### config.mk
export PLATFORM = sky130hd
export DESIGN_NAME = lcdc_cmd_decoder
export DESIGN_NICKNAME = d
export VERILOG_FILES = /design/src/hdl/lcdc_pkg.sv /design/src/hdl/lcdc_cmd_decoder.sv /design/src/hdl/lcdc_opcode_decode.sv
export VERILOG_INCLUDE_DIRS = /design/src /design/src/hdl
export SDC_FILE = /design/constraint.sdc
export NUM_CORES = 1
export LEC_CHECK = 0
export BUFFER_PORTS_ARGS = -buffer_cell sky130_fd_sc_hd__clkbuf_2
export CAP_MARGIN = 0
export CORE_MARGIN = 2
export CORE_UTILIZATION = 45
export DETAILED_ROUTE_END_ITERATION = 8
export PLACE_DENSITY_LB_ADDON = 0.3
export SYNTH_ARGS = -nofsm -noshare
export SYNTH_HDL_FRONTEND = slang
export SYNTH_SLANG_ARGS = --single-unit
### constraint.sdc
create_clock -name sys_clk -period 15.9 [get_ports sys_clk]
set_input_delay 0.795 -clock sys_clk [delete_from_list [all_inputs] [get_ports sys_clk]]
set_output_delay 0.795 -clock sys_clk [all_outputs]
set_load 0.01 [all_outputs]
### src/hdl/lcdc_consts.svh
// Purpose: named constants of the lcd command decoder
// Assumes: included by bare name
// Notes:   opcodes, parameter counts and slot numbers
`ifndef LCDC_CONSTS_SVH
`define LCDC_CONSTS_SVH

// ****************************************
// opcodes
// ****************************************
`define LCDC_OP_SYS_SETUP    8'h40
`define LCDC_OP_VRAM_WRITE   8'h42
`define LCDC_OP_VRAM_READ    8'h43
`define LCDC_OP_SCREEN_SETUP 8'h44
`define LCDC_OP_CURSOR_WR    8'h46
`define LCDC_OP_CURSOR_RD    8'h47
`define LCDC_OP_DIR_BASE     8'h4c
`define LCDC_OP_STANDBY      8'h53
`define LCDC_OP_DISP_BASE    8'h58
`define LCDC_OP_HSCROLL      8'h5a
`define LCDC_OP_LAYER_MIX    8'h5b
`define LCDC_OP_CHAR_RAM     8'h5c
`define LCDC_OP_CURSOR_SHAPE 8'h5d

// ****************************************
// parameter counts
// ****************************************
`define LCDC_N_SYS_SETUP    4'h8
`define LCDC_N_SCREEN_SETUP 4'ha
`define LCDC_N_TWO          4'h2
`define LCDC_N_ONE          4'h1
`define LCDC_N_NONE         4'h0
`define LCDC_N_STREAM       4'hf

// ****************************************
// parameter slots
// ****************************************
`define LCDC_SYS_CTRL   4'h0
`define LCDC_SYS_CWIDTH 4'h1
`define LCDC_SYS_CHGT   4'h2
`define LCDC_SYS_CPR    4'h3
`define LCDC_SYS_TCPR   4'h4
`define LCDC_SYS_LPF    4'h5
`define LCDC_SYS_PITCHL 4'h6
`define LCDC_SYS_PITCHH 4'h7
`define LCDC_SCR_S1L    4'h0
`define LCDC_SCR_S1H    4'h1
`define LCDC_SCR_L1     4'h2
`define LCDC_SCR_S2L    4'h3
`define LCDC_SCR_S2H    4'h4
`define LCDC_SCR_L2     4'h5
`define LCDC_SCR_S3L    4'h6
`define LCDC_SCR_S3H    4'h7
`define LCDC_SCR_S4L    4'h8
`define LCDC_SCR_S4H    4'h9
`define LCDC_LO         4'h0
`define LCDC_HI         4'h1

// ****************************************
// cursor directions and misc
// ****************************************
`define LCDC_DIR_RIGHT 2'h0
`define LCDC_DIR_LEFT  2'h1
`define LCDC_DIR_UP    2'h2
`define LCDC_DIR_DOWN  2'h3
`define LCDC_DISP_BIT  0
`define LCDC_ADDR_W    16

`endif

### src/hdl/lcdc_pkg.sv
// Purpose: types of the lcd command decoder
// Assumes: nothing
// Notes:   command state is one-hot
package lcdc_pkg;

  // ****************************************
  // active command
  // ****************************************
  typedef enum logic [13:0] {
    CMD_IDLE         = 14'h0001,
    CMD_SYS_SETUP    = 14'h0002,
    CMD_STANDBY      = 14'h0004,
    CMD_DISPLAY      = 14'h0008,
    CMD_SCREEN_SETUP = 14'h0010,
    CMD_CURSOR_SHAPE = 14'h0020,
    CMD_CHAR_RAM     = 14'h0040,
    CMD_CURSOR_DIR   = 14'h0080,
    CMD_HSCROLL      = 14'h0100,
    CMD_LAYER_MIX    = 14'h0200,
    CMD_CURSOR_WR    = 14'h0400,
    CMD_CURSOR_RD    = 14'h0800,
    CMD_VRAM_WRITE   = 14'h1000,
    CMD_VRAM_READ    = 14'h2000
  } lcdc_cmd_t;

endpackage : lcdc_pkg

### src/hdl/lcdc_cmd_decoder.sv
// Purpose: host command decoder of a graphics lcd controller
// Assumes: host strobes are one-cycle pulses synchronous to sys_clk
// Notes:   vram_rdata is valid in the cycle of a host read strobe
`timescale 1ns/1ps
`default_nettype none
`include "lcdc_consts.svh"

// Operation
// - command byte written with select high; 0x40 is setup with eight parameters
// - 0x58/0x59 display enable, opcode bit 0 is on/off, one parameter
// - 0x44 screen start and region setup, ten parameters
// - 0x5c sets character ram base address, two parameters
// - 0x4c-0x4f cursor direction from low opcode bits, no parameters
// - 0x5a horizontal pixel scroll, one parameter
// - 0x5b layer overlay mode, one parameter
// - cursor address write/read 0x46/0x47 handle each byte separately
// - 0x42 vram write, following data bytes go to display memory
// - 0x43 vram read, host reads memory, no fixed parameter count
// - screen and char ram pairs commit together; lone low byte dropped
// - each parameter within the command's count, except a screen or char ram pair low byte, updates its setting register on arrival; extra ones are dropped
// - new command early keeps written values, unsent ones unchanged
// - pitch low and high bytes commit independently
module lcdc_cmd_decoder #(
  parameter int ADDR_W = 16
) (
  input  wire logic                sys_clk,
  input  wire logic                reset,
  input  wire logic                host_wr,
  input  wire logic                host_rd,
  input  wire logic                cmd_param_select,
  input  wire logic [7:0]          host_wdata,
  input  wire logic [7:0]          vram_rdata,
  output logic      [7:0]          host_rdata,
  output logic                     host_rvalid,
  output logic      [ADDR_W-1:0]   vram_addr,
  output logic      [7:0]          vram_wdata,
  output logic                     vram_we,
  output logic                     standby,
  output logic                     display_on,
  output logic      [7:0]          display_ctrl,
  output logic      [7:0]          sys_ctrl,
  output logic      [7:0]          char_width,
  output logic      [7:0]          char_height,
  output logic      [7:0]          chars_per_row,
  output logic      [7:0]          total_per_row,
  output logic      [7:0]          lines_per_frame,
  output logic      [15:0]         addr_pitch,
  output logic      [15:0]         screen_start1,
  output logic      [15:0]         screen_start2,
  output logic      [15:0]         screen_start3,
  output logic      [15:0]         screen_start4,
  output logic      [7:0]          screen_lines1,
  output logic      [7:0]          screen_lines2,
  output logic      [15:0]         char_ram_base,
  output logic      [15:0]         cursor_shape,
  output logic      [1:0]          cursor_dir,
  output logic      [7:0]          pixel_hscroll,
  output logic      [7:0]          layer_mix
);

  // ****************************************
  // elaboration check
  // ****************************************
  if (ADDR_W != `LCDC_ADDR_W) begin : g_bad_addr_w
    $error("lcdc_cmd_decoder: ADDR_W must be 16");
  end

  // ****************************************
  // command tracking
  // ****************************************
  lcdc_pkg::lcdc_cmd_t cur_cmd;
  lcdc_pkg::lcdc_cmd_t dec_cmd;
  logic [3:0]          dec_count;
  logic [3:0]          param_count;
  logic [3:0]          param_idx;
  logic [3:0]          rd_idx;
  logic [7:0]          pair_low;
  logic                cmd_wr;
  logic                param_wr;
  logic                slot_ok;
  logic                mem_access;
  logic [ADDR_W-1:0]   next_cursor;

  lcdc_opcode_decode u_decode (
    .opcode      (host_wdata),
    .cmd         (dec_cmd),
    .param_count (dec_count)
  );

  assign cmd_wr   = host_wr & cmd_param_select;
  assign param_wr = host_wr & ~cmd_param_select;
  assign slot_ok  = param_idx < param_count;

  // cursor step for the active direction
  function automatic logic [ADDR_W-1:0] step_cursor(
    input logic [ADDR_W-1:0] addr,
    input logic [1:0]        dir,
    input logic [15:0]       pitch
  );
    logic [ADDR_W-1:0] res;
    res = addr;
    unique case (dir)
      `LCDC_DIR_RIGHT: res = ADDR_W'(addr + 1'b1);
      `LCDC_DIR_LEFT:  res = ADDR_W'(addr - 1'b1);
      `LCDC_DIR_UP:    res = ADDR_W'(addr - pitch);
      `LCDC_DIR_DOWN:  res = ADDR_W'(addr + pitch);
    endcase
    return res;
  endfunction : step_cursor

  assign next_cursor = step_cursor(vram_addr, cursor_dir, addr_pitch);

  // ****************************************
  // command and slot counter
  // ****************************************
  always_ff @(posedge sys_clk or posedge reset) begin
    if (reset) begin
      cur_cmd     <= lcdc_pkg::CMD_IDLE;
      param_count <= `LCDC_N_NONE;
      param_idx   <= `LCDC_N_NONE;
      rd_idx      <= `LCDC_N_NONE;
    end else if (cmd_wr) begin
      cur_cmd     <= dec_cmd;
      param_count <= dec_count;
      param_idx   <= `LCDC_N_NONE;
      rd_idx      <= `LCDC_N_NONE;
    end else begin
      if (param_wr && slot_ok && param_count != `LCDC_N_STREAM) begin
        param_idx <= 4'(param_idx + 1'b1);
      end
      if (host_rd && cur_cmd == lcdc_pkg::CMD_CURSOR_RD && rd_idx < `LCDC_N_TWO) begin
        rd_idx <= 4'(rd_idx + 1'b1);
      end
    end
  end

  // ****************************************
  // held low byte of a pair
  // ****************************************
  always_ff @(posedge sys_clk or posedge reset) begin
    if (reset) begin
      pair_low <= 8'h00;
    end else if (param_wr) begin
      pair_low <= host_wdata;
    end
  end

  // ****************************************
  // standby and display enable
  // ****************************************
  always_ff @(posedge sys_clk or posedge reset) begin
    if (reset) begin
      standby      <= 1'b0;
      display_on   <= 1'b0;
      display_ctrl <= 8'h00;
    end else if (cmd_wr) begin
      if (dec_cmd == lcdc_pkg::CMD_STANDBY) begin
        standby <= 1'b1;
      end
      if (dec_cmd == lcdc_pkg::CMD_DISPLAY) begin
        display_on <= host_wdata[`LCDC_DISP_BIT];
      end
    end else if (param_wr && slot_ok) begin
      if (cur_cmd == lcdc_pkg::CMD_SYS_SETUP && param_idx == `LCDC_SYS_CTRL) begin
        standby    <= 1'b0;
        display_on <= 1'b0;
      end
      if (cur_cmd == lcdc_pkg::CMD_DISPLAY) begin
        display_ctrl <= host_wdata;
      end
    end
  end

  // ****************************************
  // setup registers
  // ****************************************
  always_ff @(posedge sys_clk or posedge reset) begin
    if (reset) begin
      sys_ctrl        <= 8'h00;
      char_width      <= 8'h00;
      char_height     <= 8'h00;
      chars_per_row   <= 8'h00;
      total_per_row   <= 8'h00;
      lines_per_frame <= 8'h00;
      addr_pitch      <= 16'h0000;
    end else if (param_wr && slot_ok && cur_cmd == lcdc_pkg::CMD_SYS_SETUP) begin
      unique case (param_idx)
        `LCDC_SYS_CTRL:   sys_ctrl        <= host_wdata;
        `LCDC_SYS_CWIDTH: char_width      <= host_wdata;
        `LCDC_SYS_CHGT:   char_height     <= host_wdata;
        `LCDC_SYS_CPR:    chars_per_row   <= host_wdata;
        `LCDC_SYS_TCPR:   total_per_row   <= host_wdata;
        `LCDC_SYS_LPF:    lines_per_frame <= host_wdata;
        `LCDC_SYS_PITCHL: addr_pitch[7:0] <= host_wdata;
        `LCDC_SYS_PITCHH: addr_pitch[15:8] <= host_wdata;
        default:          sys_ctrl        <= sys_ctrl;
      endcase
    end
  end

  // ****************************************
  // screen regions
  // ****************************************
  always_ff @(posedge sys_clk or posedge reset) begin
    if (reset) begin
      screen_start1 <= 16'h0000;
      screen_start2 <= 16'h0000;
      screen_start3 <= 16'h0000;
      screen_start4 <= 16'h0000;
      screen_lines1 <= 8'h00;
      screen_lines2 <= 8'h00;
    end else if (param_wr && slot_ok && cur_cmd == lcdc_pkg::CMD_SCREEN_SETUP) begin
      unique case (param_idx)
        `LCDC_SCR_S1H: screen_start1 <= {host_wdata, pair_low};
        `LCDC_SCR_L1:  screen_lines1 <= host_wdata;
        `LCDC_SCR_S2H: screen_start2 <= {host_wdata, pair_low};
        `LCDC_SCR_L2:  screen_lines2 <= host_wdata;
        `LCDC_SCR_S3H: screen_start3 <= {host_wdata, pair_low};
        `LCDC_SCR_S4H: screen_start4 <= {host_wdata, pair_low};
        default:       screen_lines1 <= screen_lines1;
      endcase
    end
  end

  // ****************************************
  // one and two byte display settings
  // ****************************************
  always_ff @(posedge sys_clk or posedge reset) begin
    if (reset) begin
      char_ram_base <= 16'h0000;
      cursor_shape  <= 16'h0000;
      pixel_hscroll <= 8'h00;
      layer_mix     <= 8'h00;
    end else if (param_wr && slot_ok) begin
      if (cur_cmd == lcdc_pkg::CMD_CHAR_RAM && param_idx == `LCDC_HI) begin
        char_ram_base <= {host_wdata, pair_low};
      end
      if (cur_cmd == lcdc_pkg::CMD_CURSOR_SHAPE) begin
        if (param_idx == `LCDC_LO) begin
          cursor_shape[7:0] <= host_wdata;
        end else begin
          cursor_shape[15:8] <= host_wdata;
        end
      end
      if (cur_cmd == lcdc_pkg::CMD_HSCROLL) begin
        pixel_hscroll <= host_wdata;
      end
      if (cur_cmd == lcdc_pkg::CMD_LAYER_MIX) begin
        layer_mix <= host_wdata;
      end
    end
  end

  // ****************************************
  // cursor direction
  // ****************************************
  always_ff @(posedge sys_clk or posedge reset) begin
    if (reset) begin
      cursor_dir <= `LCDC_DIR_RIGHT;
    end else if (cmd_wr && dec_cmd == lcdc_pkg::CMD_CURSOR_DIR) begin
      cursor_dir <= host_wdata[1:0];
    end
  end

  // ****************************************
  // cursor address
  // ****************************************
  // write steps after its pulse, so the byte lands at the cursor it was sent to
  assign mem_access = vram_we ||
                      (host_rd && cur_cmd == lcdc_pkg::CMD_VRAM_READ);

  always_ff @(posedge sys_clk or posedge reset) begin
    if (reset) begin
      vram_addr <= '0;
    end else if (param_wr && slot_ok && cur_cmd == lcdc_pkg::CMD_CURSOR_WR) begin
      if (param_idx == `LCDC_LO) begin
        vram_addr[7:0] <= host_wdata;
      end else begin
        vram_addr[15:8] <= host_wdata;
      end
    end else if (mem_access) begin
      vram_addr <= next_cursor;
    end
  end

  // ****************************************
  // display memory write
  // ****************************************
  always_ff @(posedge sys_clk or posedge reset) begin
    if (reset) begin
      vram_we    <= 1'b0;
      vram_wdata <= 8'h00;
    end else begin
      vram_we <= param_wr && cur_cmd == lcdc_pkg::CMD_VRAM_WRITE;
      if (param_wr && cur_cmd == lcdc_pkg::CMD_VRAM_WRITE) begin
        vram_wdata <= host_wdata;
      end
    end
  end

  // ****************************************
  // host read data
  // ****************************************
  always_ff @(posedge sys_clk or posedge reset) begin
    if (reset) begin
      host_rdata  <= 8'h00;
      host_rvalid <= 1'b0;
    end else begin
      host_rvalid <= host_rd;
      if (host_rd) begin
        if (cur_cmd == lcdc_pkg::CMD_VRAM_READ) begin
          host_rdata <= vram_rdata;
        end else if (cur_cmd == lcdc_pkg::CMD_CURSOR_RD && rd_idx == `LCDC_LO) begin
          host_rdata <= vram_addr[7:0];
        end else if (cur_cmd == lcdc_pkg::CMD_CURSOR_RD && rd_idx == `LCDC_HI) begin
          host_rdata <= vram_addr[15:8];
        end else begin
          host_rdata <= 8'h00;
        end
      end
    end
  end

endmodule : lcdc_cmd_decoder

`default_nettype wire

### src/hdl/lcdc_opcode_decode.sv
// Purpose: maps a command byte to a command and its parameter count
// Assumes: purely combinational
// Notes:   unknown opcodes give the idle command
`timescale 1ns/1ps
`default_nettype none
`include "lcdc_consts.svh"

module lcdc_opcode_decode (
  input  wire logic [7:0]         opcode,
  output lcdc_pkg::lcdc_cmd_t     cmd,
  output logic      [3:0]         param_count
);

  // ****************************************
  // decode
  // ****************************************
  always_comb begin
    cmd         = lcdc_pkg::CMD_IDLE;
    param_count = `LCDC_N_NONE;
    if (opcode == `LCDC_OP_SYS_SETUP) begin
      cmd         = lcdc_pkg::CMD_SYS_SETUP;
      param_count = `LCDC_N_SYS_SETUP;
    end else if (opcode == `LCDC_OP_STANDBY) begin
      cmd = lcdc_pkg::CMD_STANDBY;
    end else if (opcode[7:1] == `LCDC_OP_DISP_BASE >> 1) begin
      cmd         = lcdc_pkg::CMD_DISPLAY;
      param_count = `LCDC_N_ONE;
    end else if (opcode == `LCDC_OP_SCREEN_SETUP) begin
      cmd         = lcdc_pkg::CMD_SCREEN_SETUP;
      param_count = `LCDC_N_SCREEN_SETUP;
    end else if (opcode == `LCDC_OP_CURSOR_SHAPE) begin
      cmd         = lcdc_pkg::CMD_CURSOR_SHAPE;
      param_count = `LCDC_N_TWO;
    end else if (opcode == `LCDC_OP_CHAR_RAM) begin
      cmd         = lcdc_pkg::CMD_CHAR_RAM;
      param_count = `LCDC_N_TWO;
    end else if (opcode[7:2] == `LCDC_OP_DIR_BASE >> 2) begin
      cmd = lcdc_pkg::CMD_CURSOR_DIR;
    end else if (opcode == `LCDC_OP_HSCROLL) begin
      cmd         = lcdc_pkg::CMD_HSCROLL;
      param_count = `LCDC_N_ONE;
    end else if (opcode == `LCDC_OP_LAYER_MIX) begin
      cmd         = lcdc_pkg::CMD_LAYER_MIX;
      param_count = `LCDC_N_ONE;
    end else if (opcode == `LCDC_OP_CURSOR_WR) begin
      cmd         = lcdc_pkg::CMD_CURSOR_WR;
      param_count = `LCDC_N_TWO;
    end else if (opcode == `LCDC_OP_CURSOR_RD) begin
      cmd         = lcdc_pkg::CMD_CURSOR_RD;
      param_count = `LCDC_N_TWO;
    end else if (opcode == `LCDC_OP_VRAM_WRITE) begin
      cmd         = lcdc_pkg::CMD_VRAM_WRITE;
      param_count = `LCDC_N_STREAM;
    end else if (opcode == `LCDC_OP_VRAM_READ) begin
      cmd         = lcdc_pkg::CMD_VRAM_READ;
      param_count = `LCDC_N_STREAM;
    end
  end

endmodule : lcdc_opcode_decode

`default_nettype wire

==> results.md, run 1 <==
Yosys:
- Yosys mapped a number of flops with a built-in enable equal to 0.
- The sequential cell area fraction in the yosys report is about 55%.
- The most used flip-flop cell after synthesis is sky130_fd_sc_hd__dfrtp_1.
- After synthesis the netlist holds a flip-flop and latch count of between 200 and 300.
- The gate count after technology mapping is ~1000.
- Dividing the synthesized area by the synthesized cell count gives roughly 12 um2.
- The count of cell types in the netlist is 75.
- The Yosys step of the flow raised 0 warnings.
- Synthesis produced a netlist with a net count of around 1100.
- The cell area after technology mapping is ~12000 um2.
- The async set-reset flop share out of synthesis is 100%.

STA:
- The total count of hold-check failures in the final report is 0.
- The final total negative setup slack is 0 ns.
- The headroom to the max-slew limit is 28.8%.
- At the pin with the least slew margin, the transition time is approximately 1.1 ns.
- Setup repair after global routing left no endpoint under its margin.
- The setup clock skew after layout is approximately 0.015 ns.
- The setup slack of the critical path after layout is between 10 and 15 ns.
- After layout, the worst path uses approximately a quarter of the clock period.
- The number of max-slew violations in the final report is 0.
- The highest clock frequency the design can meet is approximately 250 MHz.
- Setup violations remaining at the end of the flow were counted as 0.
- The post-route minimum period is approximately 4 ns.
- The final worst hold slack is 0.418 ns.

Route:
- The average wire per cell in the routed design is just over 20 um.
- The routed layout has slightly above 9000 vias.
- The final layout contains routed wiring with a total length of ~34000 um.
- For this run, design rule violations remaining after detail routing come to 0.
- In the routed layout, each cell is associated on average with a via count of between 5 and 6.
- The initial detailed-routing violation count is 580.
- The first TritonRoute pass finished after 5 iterations.
- The number of nets with antenna violations after detailed routing is 0.

Die:
- The overall die width is 170 um.
- The floorplan die area is approximately 29000 um2.
- The die is between 150 and 200 um tall.
- The number of ports placed on the die boundary is roughly 260.
- The starting density of the core is 46.1%.
- After floorplanning, the core was sized to cover 27000 um2.
- The initialized floorplan defines 60 standard-cell rows.

Setup path:
- STA classifies the critical path endpoint as a flip-flop.
- The highest net fanout along the worst path is 7.
- The required time reported for the critical path endpoint is 16.33 ns.
- The worst setup path is launched from a flip-flop.
- The arrival time of data at the critical path endpoint is between 4 and 5 ns.
- The category of the critical setup timing path is flip-flop to flip-flop.

GRT:
- The total congestion overflow is 0.
- The first global-routing pass estimated 52500 um of wire.
- The number of global-route vias before repair is ~9000.
- Entering global routing, the biggest net connects approximately 150 pins.
- The initial antenna violation count is 0.
- Global routing consumed, over all layers together, between 20% and 30% of the routing resources.

Layout:
- The number of diodes is 0.
- After the last flow step, the layout net total stands at 1323.
- The share of cells above drive strength 1 is 43.6%.
- The layout overhead on the synthesized area is 21.1%.
- Counting the fill cells in the layout gives 2326.
- Leaving out fill and tap cells, the most frequent cells in the layout are 271 x sky130_fd_sc_hd__dfrtp_1, 258 x sky130_fd_sc_hd__clkbuf_2, 199 x sky130_fd_sc_hd__mux2_2, 81 x sky130_fd_sc_hd__nand2_1, 69 x sky130_fd_sc_hd__nor2_1.
- Leaving out fill and tap cells, the most frequent cell in the layout is sky130_fd_sc_hd__dfrtp_1.

Clock tree:
- Once the clock tree was built, the setup fixing pass inserted 0 buffers.
- The number of clock buffers added by TritonCTS is 30.
- CTS built an H-tree with a depth of 1.
- The clock tree from TritonCTS is built.
- CTS placed an instance of sky130_fd_sc_hd__clkbuf_16 at the clock tree root.
- The quantity of gates resized following cts is 0.
- Clock latency on the worst-skew pair, taken at its later pin, is around 0.55 ns.
- No sink is reached through more buffers than the 3 on the longest clock path.
- The number of buffers inserted by hold repair at cts is 0.
- CTS saw 272 sinks.
- The clock edge transition at the registers on the reported setup and hold paths is 0.06 ns.

Outcome:
- The flow ran to the end, and the final reports show no timing, DRC or antenna violations.

Min path:
- The path type of the worst min-delay path is input pin to asynchronous set/reset pin.

Power:
- The peak ir drop on the vdd network is 0.0779 mV.
- Summed over all cells, the static leakage comes to between 7 and 8 nW.
- Power spread over the standard cell area amounts to 109 nW/um2.

Placement:
- The detailed placer's ending HPWL is 22600 um.
- In this run the tool buffered the top-level ports with roughly 260 buffer cells.
- The congestion estimate from routability-driven global placement came to between 0.8 and 0.9.
- The pre-CTS setup slack is roughly 12 ns.

Run:
- The tool flagged a number of max-cap violations equal to 0.
## per-stage QoR
| step | utilization (%) | area [um2] | cells | total power, mW |
|---|---|---|---|---|
| 2_1_floorplan | - | 12400 | 1029 | 0.866 |
| 5_1_grt | 55.8 | 15100 | 1639 | 1.70 |
| 4_1_cts | 55.8 | 15100 | 1639 | 1.65 |
| 3_5_place_dp | 51.9 | 14000 | 1584 | 0.927 |
| 6_report | 55.8 | 15100 | 1639 | 1.64 |
| 3_3_place_gp | 51.9 | 14000 | 1584 | 0.922 |
## kinds of logic (layout without fill, tap and decap cells)
kind of cell / after synthesis / after routing / synth area share (%)
DFF: 272 / 272 / 54.7
and+or+nand+nor: 264 / 264 / 11.3
muxes: 217 / 217 / 19.8
AOI/OAI and AO/OA: 166 / 166 / 8.24
buffers and inverters: 71 / 340 / 2.36
adders and majority gates: 27 / 27 / 2.77
xor gates and xnor gates: 12 / 12 / 0.844
## per-layer routing
| layer | up-vias | GRT usage (%) | share of wire, % |
|---|---|---|---|
| li1 | 4171 | - | - |
| met1 | 4556 | 31.2 | 44 |
| met2 | 300 | 38.9 | 48 |
| met3 | 44 | 5.40 | 7.1 |
| met4 | 0 | 5.17 | 1.5 |
| met5 | - | 0 | 0 |
## cell usage after synthesis, types with 6 or more instances
cell                       count  area share, %
sky130_fd_sc_hd__mux2_4        8           0.96
sky130_fd_sc_hd__mux2_2      199             18
sky130_fd_sc_hd__or3_1         9           0.45
sky130_fd_sc_hd__mux2i_1       6           0.48
sky130_fd_sc_hd__a31oi_1       9           0.45
sky130_fd_sc_hd__o21ai_0      42            1.7
sky130_fd_sc_hd__a21o_1        9           0.54
sky130_fd_sc_hd__inv_1        23           0.69
sky130_fd_sc_hd__nand2_2       6           0.30
sky130_fd_sc_hd__xnor2_1       6           0.42
sky130_fd_sc_hd__nand2b_1      8           0.40
sky130_fd_sc_hd__buf_2         7           0.28
sky130_fd_sc_hd__nor2_2        8           0.40
sky130_fd_sc_hd__nor2_1       69            2.1
sky130_fd_sc_hd__nand2_1      81            2.4
sky130_fd_sc_hd__ha_1         26            2.6
sky130_fd_sc_hd__xor2_1        6           0.42
sky130_fd_sc_hd__dfrtp_1     271             54
sky130_fd_sc_hd__and3_1        6           0.30
sky130_fd_sc_hd__nor3b_1       6           0.36
sky130_fd_sc_hd__nor3_1       15           0.60
sky130_fd_sc_hd__clkbuf_1     37            1.1
sky130_fd_sc_hd__a21oi_1      63            2.5
## critical path: stages (launching register included)
cell and delay, ns:
sky130_fd_sc_hd__dfrtp_1 0.42, sky130_fd_sc_hd__inv_1 0.10, sky130_fd_sc_hd__ha_1 0.19, sky130_fd_sc_hd__or3b_2 0.49, sky130_fd_sc_hd__or4_1 0.45, sky130_fd_sc_hd__or3_1 0.37, sky130_fd_sc_hd__a21oi_1 0.16, sky130_fd_sc_hd__nor2_1 0.06
sky130_fd_sc_hd__a21oi_1 0.16, sky130_fd_sc_hd__ha_1 0.31, sky130_fd_sc_hd__o21ai_0 0.15, sky130_fd_sc_hd__o21bai_1 0.13, sky130_fd_sc_hd__a21o_1 0.22, sky130_fd_sc_hd__a21o_1 0.17, sky130_fd_sc_hd__a31oi_1 0.25, sky130_fd_sc_hd__mux2i_1 0.23
sky130_fd_sc_hd__o211ai_1 0.10
## state kept, by name, summed over array words and instances (netlist names), 14 cells and up
| register | count |
|---|---|
| addr_pitch | 16 |
| char_ram_base | 16 |
| cur_cmd | 14 |
| cursor_shape | 16 |
| screen_start1 | 16 |
| screen_start2 | 16 |
| screen_start3 | 16 |
| screen_start4 | 16 |
| vram_addr | 16 |
## layout make-up
type	instances	area [um2]	area share, %
sequential	272	6810	45.2
timing repair buffer	262	1330	8.85
tap	341	427	2.83
inverter	23	93.8	0.623
clock inverter	15	169	1.12
clock buffer	40	880	5.84
multi-input combinational	686	5360	35.6
## power breakdown
part           internal [mW]  switching [mW]
logic                 0.0663           0.124
registers              0.706          0.0187
clock network          0.436           0.288
## worst paths after layout
| check | from | to | slack (ns) | cells after the start |
|---|---|---|---|---|
| min in group sys_clk | char_ram_base[9]$_DFFE_PP0P_ | char_ram_base[9]$_DFFE_PP0P_ | 0.49 | 2 |
| worst max register to register | addr_pitch[1]$_DFFE_PP0P_ | vram_addr[15]$_DFFE_PP0P_ | 11.85 | 16 |
| worst max-delay path | addr_pitch[1]$_DFFE_PP0P_ | vram_addr[15]$_DFFE_PP0P_ | 11.85 | 16 |
| max in group asynchronous | reset | vram_addr[7]$_DFFE_PP0P_ | 14.19 | 3 |
| worst min-delay path | reset | screen_lines2[7]$_DFFE_PP0P_ | 0.42 | 2 |
| worst min register to register | char_ram_base[9]$_DFFE_PP0P_ | char_ram_base[9]$_DFFE_PP0P_ | 0.49 | 2 |
Power figures use the tool's default switching activity.
==> run 2: changes to the inputs <==
==> constraint.sdc (replaced) <==
create_clock -name sys_clk -period 4 [get_ports sys_clk]
set_input_delay 0.2 -clock sys_clk [delete_from_list [all_inputs] [get_ports sys_clk]]
set_output_delay 0.2 -clock sys_clk [all_outputs]
set_load 0.01 [all_outputs]
==> run 2 against run 1 <==
  * Cell count up 2.0%
  * Clock skew increased by 0.0058 ns
  * Maximum frequency rose by 6.5%
  * Clock-buffer cell count is 3 lower
  * Core utilization is 1.1 points higher
  * Highest routed layer unchanged
  * First-iteration DRC count increased by 3.1%
  * Critical path type unchanged
  * Largest power group unchanged
  * Die area stayed put
==> results.md, run 2 (same netlist as run 1, synthesis figures left out) <==
Clock tree:
- The number of buffers added by the clock tree synthesis step is 30.
- The buffer type at the clock tree root is sky130_fd_sc_hd__clkbuf_16.
- The clock latency on the worst-skew pair is about 0.56 ns.
- After clock tree synthesis, the clock-pin slew on the worst setup and hold paths is roughly 0.060 ns.
- Clock tree synthesis found a total of 272 sinks.
- In this run the number of H-tree levels came out at 1.
- The clock tree from TritonCTS is built.
- No sink is reached through more buffers than the 3 on the longest clock path.

STA:
- The total count of hold-check failures in the final report came to 0.
- The count of endpoints failing setup in the final report is 0.
- The number of max-slew violations in the final report was 0.
- Between clock sinks in the finished design, the worst skew comes to between 0.02 and 0.025 ns.
- The worst path needs between 3 and 4 ns of the cycle, external delays included.
- The highest clock frequency the design can meet is 263 MHz.
- The portion of the clock cycle consumed by the worst path in the final layout is between 90% and 100%.
- Headroom to the max-slew limit came out at about 27%.
- The setup slack of the critical path after layout is around 0.20 ns.
- Setup total negative slack on the finished layout was measured at 0 ns.
- The final worst hold slack is about 0.064 ns.
- At the pin with the least slew margin, the transition time is between 1 and 1.5 ns.

Layout:
- Of the cells placed in the final design, the portion with a size suffix greater than 1 is between 40 and 50%.
- The number of diodes is 0.
- The library cells used most frequently in the layout, excluding fill and tap cells, are 271 x sky130_fd_sc_hd__dfrtp_1, 258 x sky130_fd_sc_hd__clkbuf_2, 199 x sky130_fd_sc_hd__mux2_2, 81 x sky130_fd_sc_hd__nand2_1, 69 x sky130_fd_sc_hd__nor2_1.
- The final-layout fill cell count is 2275.
- The area growth from synthesis to layout is 23.4%.
- The leading cell type in the layout, fill and taps excluded is sky130_fd_sc_hd__dfrtp_1.
- The number of nets at the end of the flow is about 1400.
- The sequential standard cell area is 6810 um2.
- The multi-input logic area is between 5000 and 6000 um2.
- The finished layout holds roughly 1700 standard cells, fillers aside.

Power:
- IR analysis of the VDD net gives a maximum drop of ~0.48 mV.
- Of the total power, registers draw a little over two fifths.
- The clock power share is between 40% and 50%.
- The internal power of the cells totals between 4 and 5 mW.
- The net switching power is 1.73 mW.
- The standby leakage power is 7.95 nW.
- Net switching is roughly a quarter of the power.
- In this run the power density over the cells is 424 nW/um2.
- The completed layout was analyzed and its total power is around 6.5 mW.
- The share of power burned in combinational logic is 12.7%.

Placement:
- After detailed placement, the design holds a cell count of ~1600.
- The pre-CTS setup slack is around 0.10 ns.
- The count of buffers from port buffering is between 200 and 300.
- At the end of routability-driven placement, the weighted congestion stood at approximately 0.85.
- The detailed placer's ending HPWL is approximately 23000 um.

Die:
- The floorplan step defined a die boundary enclosing roughly 29000 um2.
- The overall die width is around 170 um.
- Once the floorplan was initialized, standard cells occupied a little under half of the core.
- The floorplan step set the die height to roughly 170 um.
- For this design the top-level I/O count stands at around 260.
- After floorplanning, the core was divided into 60 placement rows.
- The placeable core region is between 20000 and 30000 um2.

Setup path:
- The critical path is of the flip-flop to flip-flop type.
- STA puts the critical path data required time at 4.44 ns.
- The critical path capture point type is a flip-flop.
- The worst setup path is launched from a flip-flop.
- Along the worst path, the maximum fanout reaches 4.
- At the worst endpoint, the arrival time is ~4.2 ns.

Route:
- The number of detailed-routing iterations run before antenna repair is 4.
- The post-detailed-route via-to-cell ratio is roughly 5.5.
- In this run, the number of DRC markers left after iteration 0 of detailed routing was 598.
- The total wirelength of the detailed-routed design is about 35000 um.
- In this run the remaining antenna-violating nets after routing total 0.
- In the final routed layout, each cell accounts on average for 20.8 um.
- The via count is between 9000 and 10000.
- The remaining routing DRC violations is 0.

Outcome:
- The run finished with clean final reports.

GRT:
- The number of global-route vias before repair came to about 9000.
- The largest net degree at the start of global routing is around 120.
- The global-route track usage on met1 is 31.3%.
- The met3 routing resource usage after global routing is under 10%.
- met2 is the most crowded layer.
- For this run the aggregate overflow at the end of global routing stands at 0.
- The global routing met2 resource utilization is ~40%.
- The combined global-route utilization of all metal layers is 23.9%.
- The initial antenna violation count is 0.
- The first global-routing pass estimated 53800 um of wire.

Min path:
- The path type of the worst min-delay path is input pin to flip-flop.

Run:
- The max capacitance violation total is 0.
run 2: cell types whose count changed in the layout (fill, tap and decap cells not counted), moves of 2 or more:
cell                            change
sky130_fd_sc_hd__clkinv_4           +2
sky130_fd_sc_hd__ha_1               -2
sky130_fd_sc_hd__clkbuf_8           -3
sky130_fd_sc_hd__clkinvlp_4         -2
sky130_fd_sc_hd__buf_4             +23
sky130_fd_sc_hd__or3_4              +2
sky130_fd_sc_hd__dlygate4sd3_1      +9
sky130_fd_sc_hd__clkinv_2           +5
sky130_fd_sc_hd__or3_1              -2
run 2: metrics by stage:
step	util [%]	instance area (um2)
4_1_cts	56.7	15300
6_report	56.8	15400
3_3_place_gp	52.6	14200
3_5_place_dp	52.6	14200
2_1_floorplan	-	12500
5_1_grt	56.8	15400
run 2: critical path: stages (launching register included):
cell and delay [ns]:
sky130_fd_sc_hd__dfrtp_1 0.37, sky130_fd_sc_hd__inv_1 0.08, sky130_fd_sc_hd__ha_2 0.19, sky130_fd_sc_hd__or3b_2 0.49
sky130_fd_sc_hd__or4_1 0.45, sky130_fd_sc_hd__or3_4 0.36, sky130_fd_sc_hd__a21oi_1 0.15, sky130_fd_sc_hd__nor2_1 0.05
sky130_fd_sc_hd__a21oi_1 0.12, sky130_fd_sc_hd__ha_1 0.25, sky130_fd_sc_hd__o21ai_0 0.12, sky130_fd_sc_hd__o21bai_1 0.13
sky130_fd_sc_hd__a21o_1 0.22, sky130_fd_sc_hd__a21o_1 0.21, sky130_fd_sc_hd__a31oi_4 0.18, sky130_fd_sc_hd__mux2i_1 0.21
sky130_fd_sc_hd__o211ai_1 0.10
run 2: power by group through the flow:
stage,Combinational (mW),Sequential (mW),Clock (mW)
after detailed placement,0.797,2.92,0
final,0.830,2.87,2.82
after global routing,0.921,2.88,2.99
after floorplan,0.530,2.91,0
after CTS,0.807,2.87,2.87
after global placement,0.782,2.91,0
run 2: final cells by class:
type / instances / area share [%]
tap: 341 / 2.78
inverter: 23 / 0.586
sequential: 272 / 44.3
clock inverter: 18 / 1.17
multi-input combinational: 686 / 35.2
timing repair buffer: 295 / 10.5
clock buffer: 37 / 5.46
run 2: path summary, 6_finish.rpt:
path,depth (start not counted),startpoint,end,slack [ns]
worst max-delay path,16,addr_pitch[0]$_DFFE_PP0P_,vram_addr[15]$_DFFE_PP0P_,0.20
worst min-delay path,1,host_rd,host_rvalid$_DFF_PP0_,0.06
worst max register to register,16,addr_pitch[0]$_DFFE_PP0P_,vram_addr[15]$_DFFE_PP0P_,0.20
worst min register to register,2,char_ram_base[9]$_DFFE_PP0P_,char_ram_base[9]$_DFFE_PP0P_,0.48
max in group asynchronous,4,reset,host_rdata[1]$_DFFE_PP0P_,2.67
min in group asynchronous,3,reset,lines_per_frame[3]$_DFFE_PP0P_,0.29
run 2: layer usage:
| metal | share of wire (%) | wire length, um |
|---|---|---|
| met1 | 43 | 14800 |
| met2 | 48 | 16500 |
| met3 | 7.3 | 2530 |
| met4 | 2.6 | 907 |
| met5 | 0 | 0 |
run 2: repair_timing:
action / CTS / global route
setup buffers: 0 / 1
setup endpoints to repair: 0 / 4
hold buffers: 9 / 0
resized for setup: 0 / 8
hold endpoints to repair: 32 / 0
==> run 3: changes to the inputs <==
--- a/config.mk
+++ b/config.mk
@@ -9,9 +9,10 @@
 export BUFFER_PORTS_ARGS = -buffer_cell sky130_fd_sc_hd__clkbuf_2
 export CAP_MARGIN = 0
 export CORE_MARGIN = 2
-export CORE_UTILIZATION = 45
+export CORE_UTILIZATION = 47
 export DETAILED_ROUTE_END_ITERATION = 8
 export PLACE_DENSITY_LB_ADDON = 0.3
+export SKIP_LAST_GASP = 1
 export SYNTH_ARGS = -nofsm -noshare
 export SYNTH_HDL_FRONTEND = slang
 export SYNTH_SLANG_ARGS = --single-unit
==> run 3 against run 2 <==
  * Highest routed layer unchanged
  * Critical path depth shrank 2
  * Non-clock buffer count decreased by 6
  * Final area fell by 0.81%
  * Sequential share of layout area grew 0.36 points
  * First-iteration DRC count up 17%
  * Setup slack improved by 0.044 ns
  * Largest power group unchanged
  * Hold slack worse by 0.012 ns
==> results.md, run 3 (same netlist as run 1, synthesis figures left out) <==
Outcome:
- The run finished with clean final reports.

STA:
- The post-route minimum period is approximately 3.8 ns.
- Setup violations remaining at the end of the flow were counted as 0.
- The setup slack of the critical path after layout is 0.239 ns.
- The headroom to the max-slew limit is about a quarter.
- The number of max-slew violations in the final report is 0.
- The final total negative setup slack is 0 ns.
- The tightest hold path in the finished design has a slack of roughly 0.053 ns.
- The total count of hold-check failures in the final report is 0.
- Of the available clock period, the critical path in the final layout requires between 90% and 100%.
- For this run, the top clock speed supported by timing is 266 MHz.
- The transition time at the pin with the least slew margin is 1.14 ns.
- For the final database, setup skew stands at around 0.017 ns.
- Setup repair after global routing left no endpoint under its margin.

Route:
- The first routing iteration left 700 violations.
- After detailed routing, the total wire length is approximately 35000 um.
- The detailed-routing wirelength on met1 is roughly 15000 um.
- The remaining routing DRC violations is 0.
- The count of nets left with antenna violations once routing finished came out at 0.
- The average wire per cell in the routed design is 20.9 um.
- The post-detailed-route via-to-cell ratio is between 5 and 6.
- The uppermost layer routed is met4.
- The routed length on met3 is 2620 um.
- The met2 layer wire length in the routed design is about 16000 um.
- The first TritonRoute pass finished after 5 iterations.
- The via count is 9280.

Die:
- The die is 167 um wide.
- The placeable core region is between 20000 and 30000 um2.
- The number of ports placed on the die boundary is approximately 260.
- From bottom edge to top edge, the die measures 167 um.
- The floorplan step defined a die boundary enclosing 27800 um2.
- For this configuration, the core starts out at a cell density of a little under half.
- The initialized floorplan defines 59 standard-cell rows.

Clock tree:
- For the worst-skew pair, the clock arrives at the later sink with an insertion delay of about 0.54 ns.
- The level count of the clock H-tree is 1.
- The clock tree from TritonCTS is built.
- The clock edge transition at the registers on the reported setup and hold paths is 0.06 ns.
- The buffer type at the clock tree root is sky130_fd_sc_hd__clkbuf_16.
- The longest clock path from root to sink contains 3 buffers.
- The number of buffers added by the clock tree synthesis step is 28.
- The clock sink count is ~270.

Power:
- Internal power comes to approximately 4.7 mW.
- Net switching is 26.1% of the power.
- The standby leakage power is about 8 nW.
- Power comes to around 6.4 mW.
- The total power divided by cell area is 417 nW/um2.
- The clock power share is between 40% and 50%.
- Combinational logic is responsible for between 10% and 20% of the overall power.
- Sequential cells account for around 45% of the total power.
- The worst-case IR drop observed on VDD is 0.351 mV.
- The net switching power is 1.66 mW.

Setup path:
- The cell count of the worst reg-to-reg path is 14.
- The kind of start point of the critical path is a flip-flop.
- The critical path's slowest cell is sky130_fd_sc_hd__or3b_2.
- The critical register-to-register path endpoint is vram_addr[10]$_DFFE_PP0P_.
- The critical path is of the flip-flop to flip-flop type.
- In this run the critical register-to-register path is launched from addr_pitch[0]$_DFFE_PP0P_.
- In this run the worst path has a maximum fanout of 6.
- The origin of the worst setup path is addr_pitch[0]$_DFFE_PP0P_.
- The worst setup path is captured at a flip-flop.
- At the worst endpoint, the arrival time is 4.23 ns.
- Across all register-to-register paths, the minimum setup slack is 0.24 ns.
- The signal on the critical path passes through inv_1 > ha_1 > or3b_4 > or3_1 > or3_1 > o21a_1 > o22a_1 > ha_2 > nor2b_1 > o211ai_1 > a21oi_2 > nor3_1 > or3b_2 > a31oi_1.
- The cell occurring most often along the worst timing path is sky130_fd_sc_hd__or3_1.
- For this run, the slowest stage of the critical path takes roughly 0.46 ns.
- For the worst setup path, the data required time is roughly 4.5 ns.

Layout:
- The layout overhead on the synthesized area is 22.4%.
- The number of nets at the end of the flow is approximately 1300.
- The final-layout fill cell count is 2148.
- The summed area of non-filler cells in the final layout is roughly 15000 um2.
- In the final layout, the share of cells above drive strength 1 is 44.1%.
- The leading cell type in the layout, fill and taps excluded is sky130_fd_sc_hd__dfrtp_1.
- Cells fill slightly below 60% of the core in the end.
- The repair_antennas step left the layout with diodes totalling 0.
- Leaving out fill and tap cells, the most frequent cells in the layout are 271 x sky130_fd_sc_hd__dfrtp_1, 258 x sky130_fd_sc_hd__clkbuf_2, 199 x sky130_fd_sc_hd__mux2_2, 81 x sky130_fd_sc_hd__nand2_1, 69 x sky130_fd_sc_hd__nor2_1.
- The count of cells in the finished layout, fillers not included, comes to between 1500 and 2000.

Run:
- Across the run, the number of max-cap violations was 0.

Min path:
- The launch point of the worst hold path is host_rd.
- The worst hold endpoint is host_rvalid$_DFF_PP0_.
- The min-delay analysis places its worst path in the category input pin to flip-flop.
- The cell depth of the worst hold path is 1.

GRT:
- The number of global-route vias before repair was 9478.
- The largest net degree at the start of global routing is 114.
- The initial antenna violation count was 0.
- The total congestion overflow is 0.
- In the global route stage, overall resource usage came out at around a quarter.
- The wire length of the first global-routing pass is about 55000 um.

Placement:
- The count of buffers from port buffering is between 200 and 300.
- After detailed placement, the design holds a cell count of 1594.
- The placed instances occupy a cell area of 14100 um2.
- After legalization and detailed placement, the total HPWL measured about 23000 um.
- The placer congestion estimate is around 0.87.
- The pre-CTS setup slack is 0.0592 ns.
==> run 3: changes by cell type in the layout (fill, tap and decap cells not counted), sizes merged <==
cell    previous run  this run
buf               28        22
bufinv             3         2
clkbuf           295       300
clkinv            12         3
==> run 3: cell type report <==
| type | count | area (um2) | area share (%) |
|---|---|---|---|
| Clock inverter | 8 | 97.6 | 0.640 |
| Sequential cell | 272 | 6810 | 44.7 |
| Tap cell | 335 | 419 | 2.75 |
| Inverter | 23 | 90.1 | 0.591 |
| Timing Repair Buffer | 289 | 1570 | 10.3 |
| Clock buffer | 42 | 855 | 5.61 |
| Multi-Input combinational cell | 686 | 5400 | 35.4 |
==> run 3: what timing repair did <==
| item | 4_1_cts | 5_1_grt |
|---|---|---|
| buffers inserted | 0 | 2 |
| gates resized for setup | 0 | 8 |
| endpoints found under the hold margin | 22 | 0 |
| hold buffers | 9 | 0 |
| endpoints found under the setup margin | 0 | 3 |
==> run 3: per-layer routing <==
layer,track usage (%),up-vias
li1,-,4240
met1,33.3,4620
met2,40.4,350
met3,5.63,70
met4,6.82,0
met5,0,-
==> run 3: power groups by stage <==
stage	sequential, mW	clock (mW)	combinational, mW
after global routing	2.87	2.86	0.904
after CTS	2.87	2.74	0.789
final	2.87	2.67	0.817
after global placement	2.91	0	0.760
after detailed placement	2.92	0	0.778
after floorplan	2.91	0	0.530
==> run 3: worst max-delay path by stage <==
stage                                           end  slack (ns)
after floorplan           addr_pitch[0]$_DFFE_PP0P_        0.21
after global placement    vram_addr[15]$_DFFE_PP0P_        0.14
after detailed placement  vram_addr[15]$_DFFE_PP0P_        0.06
after CTS                 vram_addr[15]$_DFFE_PP0P_        0.05
after global routing      vram_addr[15]$_DFFE_PP0P_        0.02
final                     vram_addr[10]$_DFFE_PP0P_        0.24
==> run 3: critical path, delay by kind of cell (launching register included) <==
kind / cells / cell delay, ns
AO/OA/AOI/OAI: 5 / 0.90
buffers and inverters: 1 / 0.08
adder cells (fa/ha/maj): 2 / 0.56
flip-flops: 1 / 0.37
AND/OR/NAND/NOR: 6 / 1.76
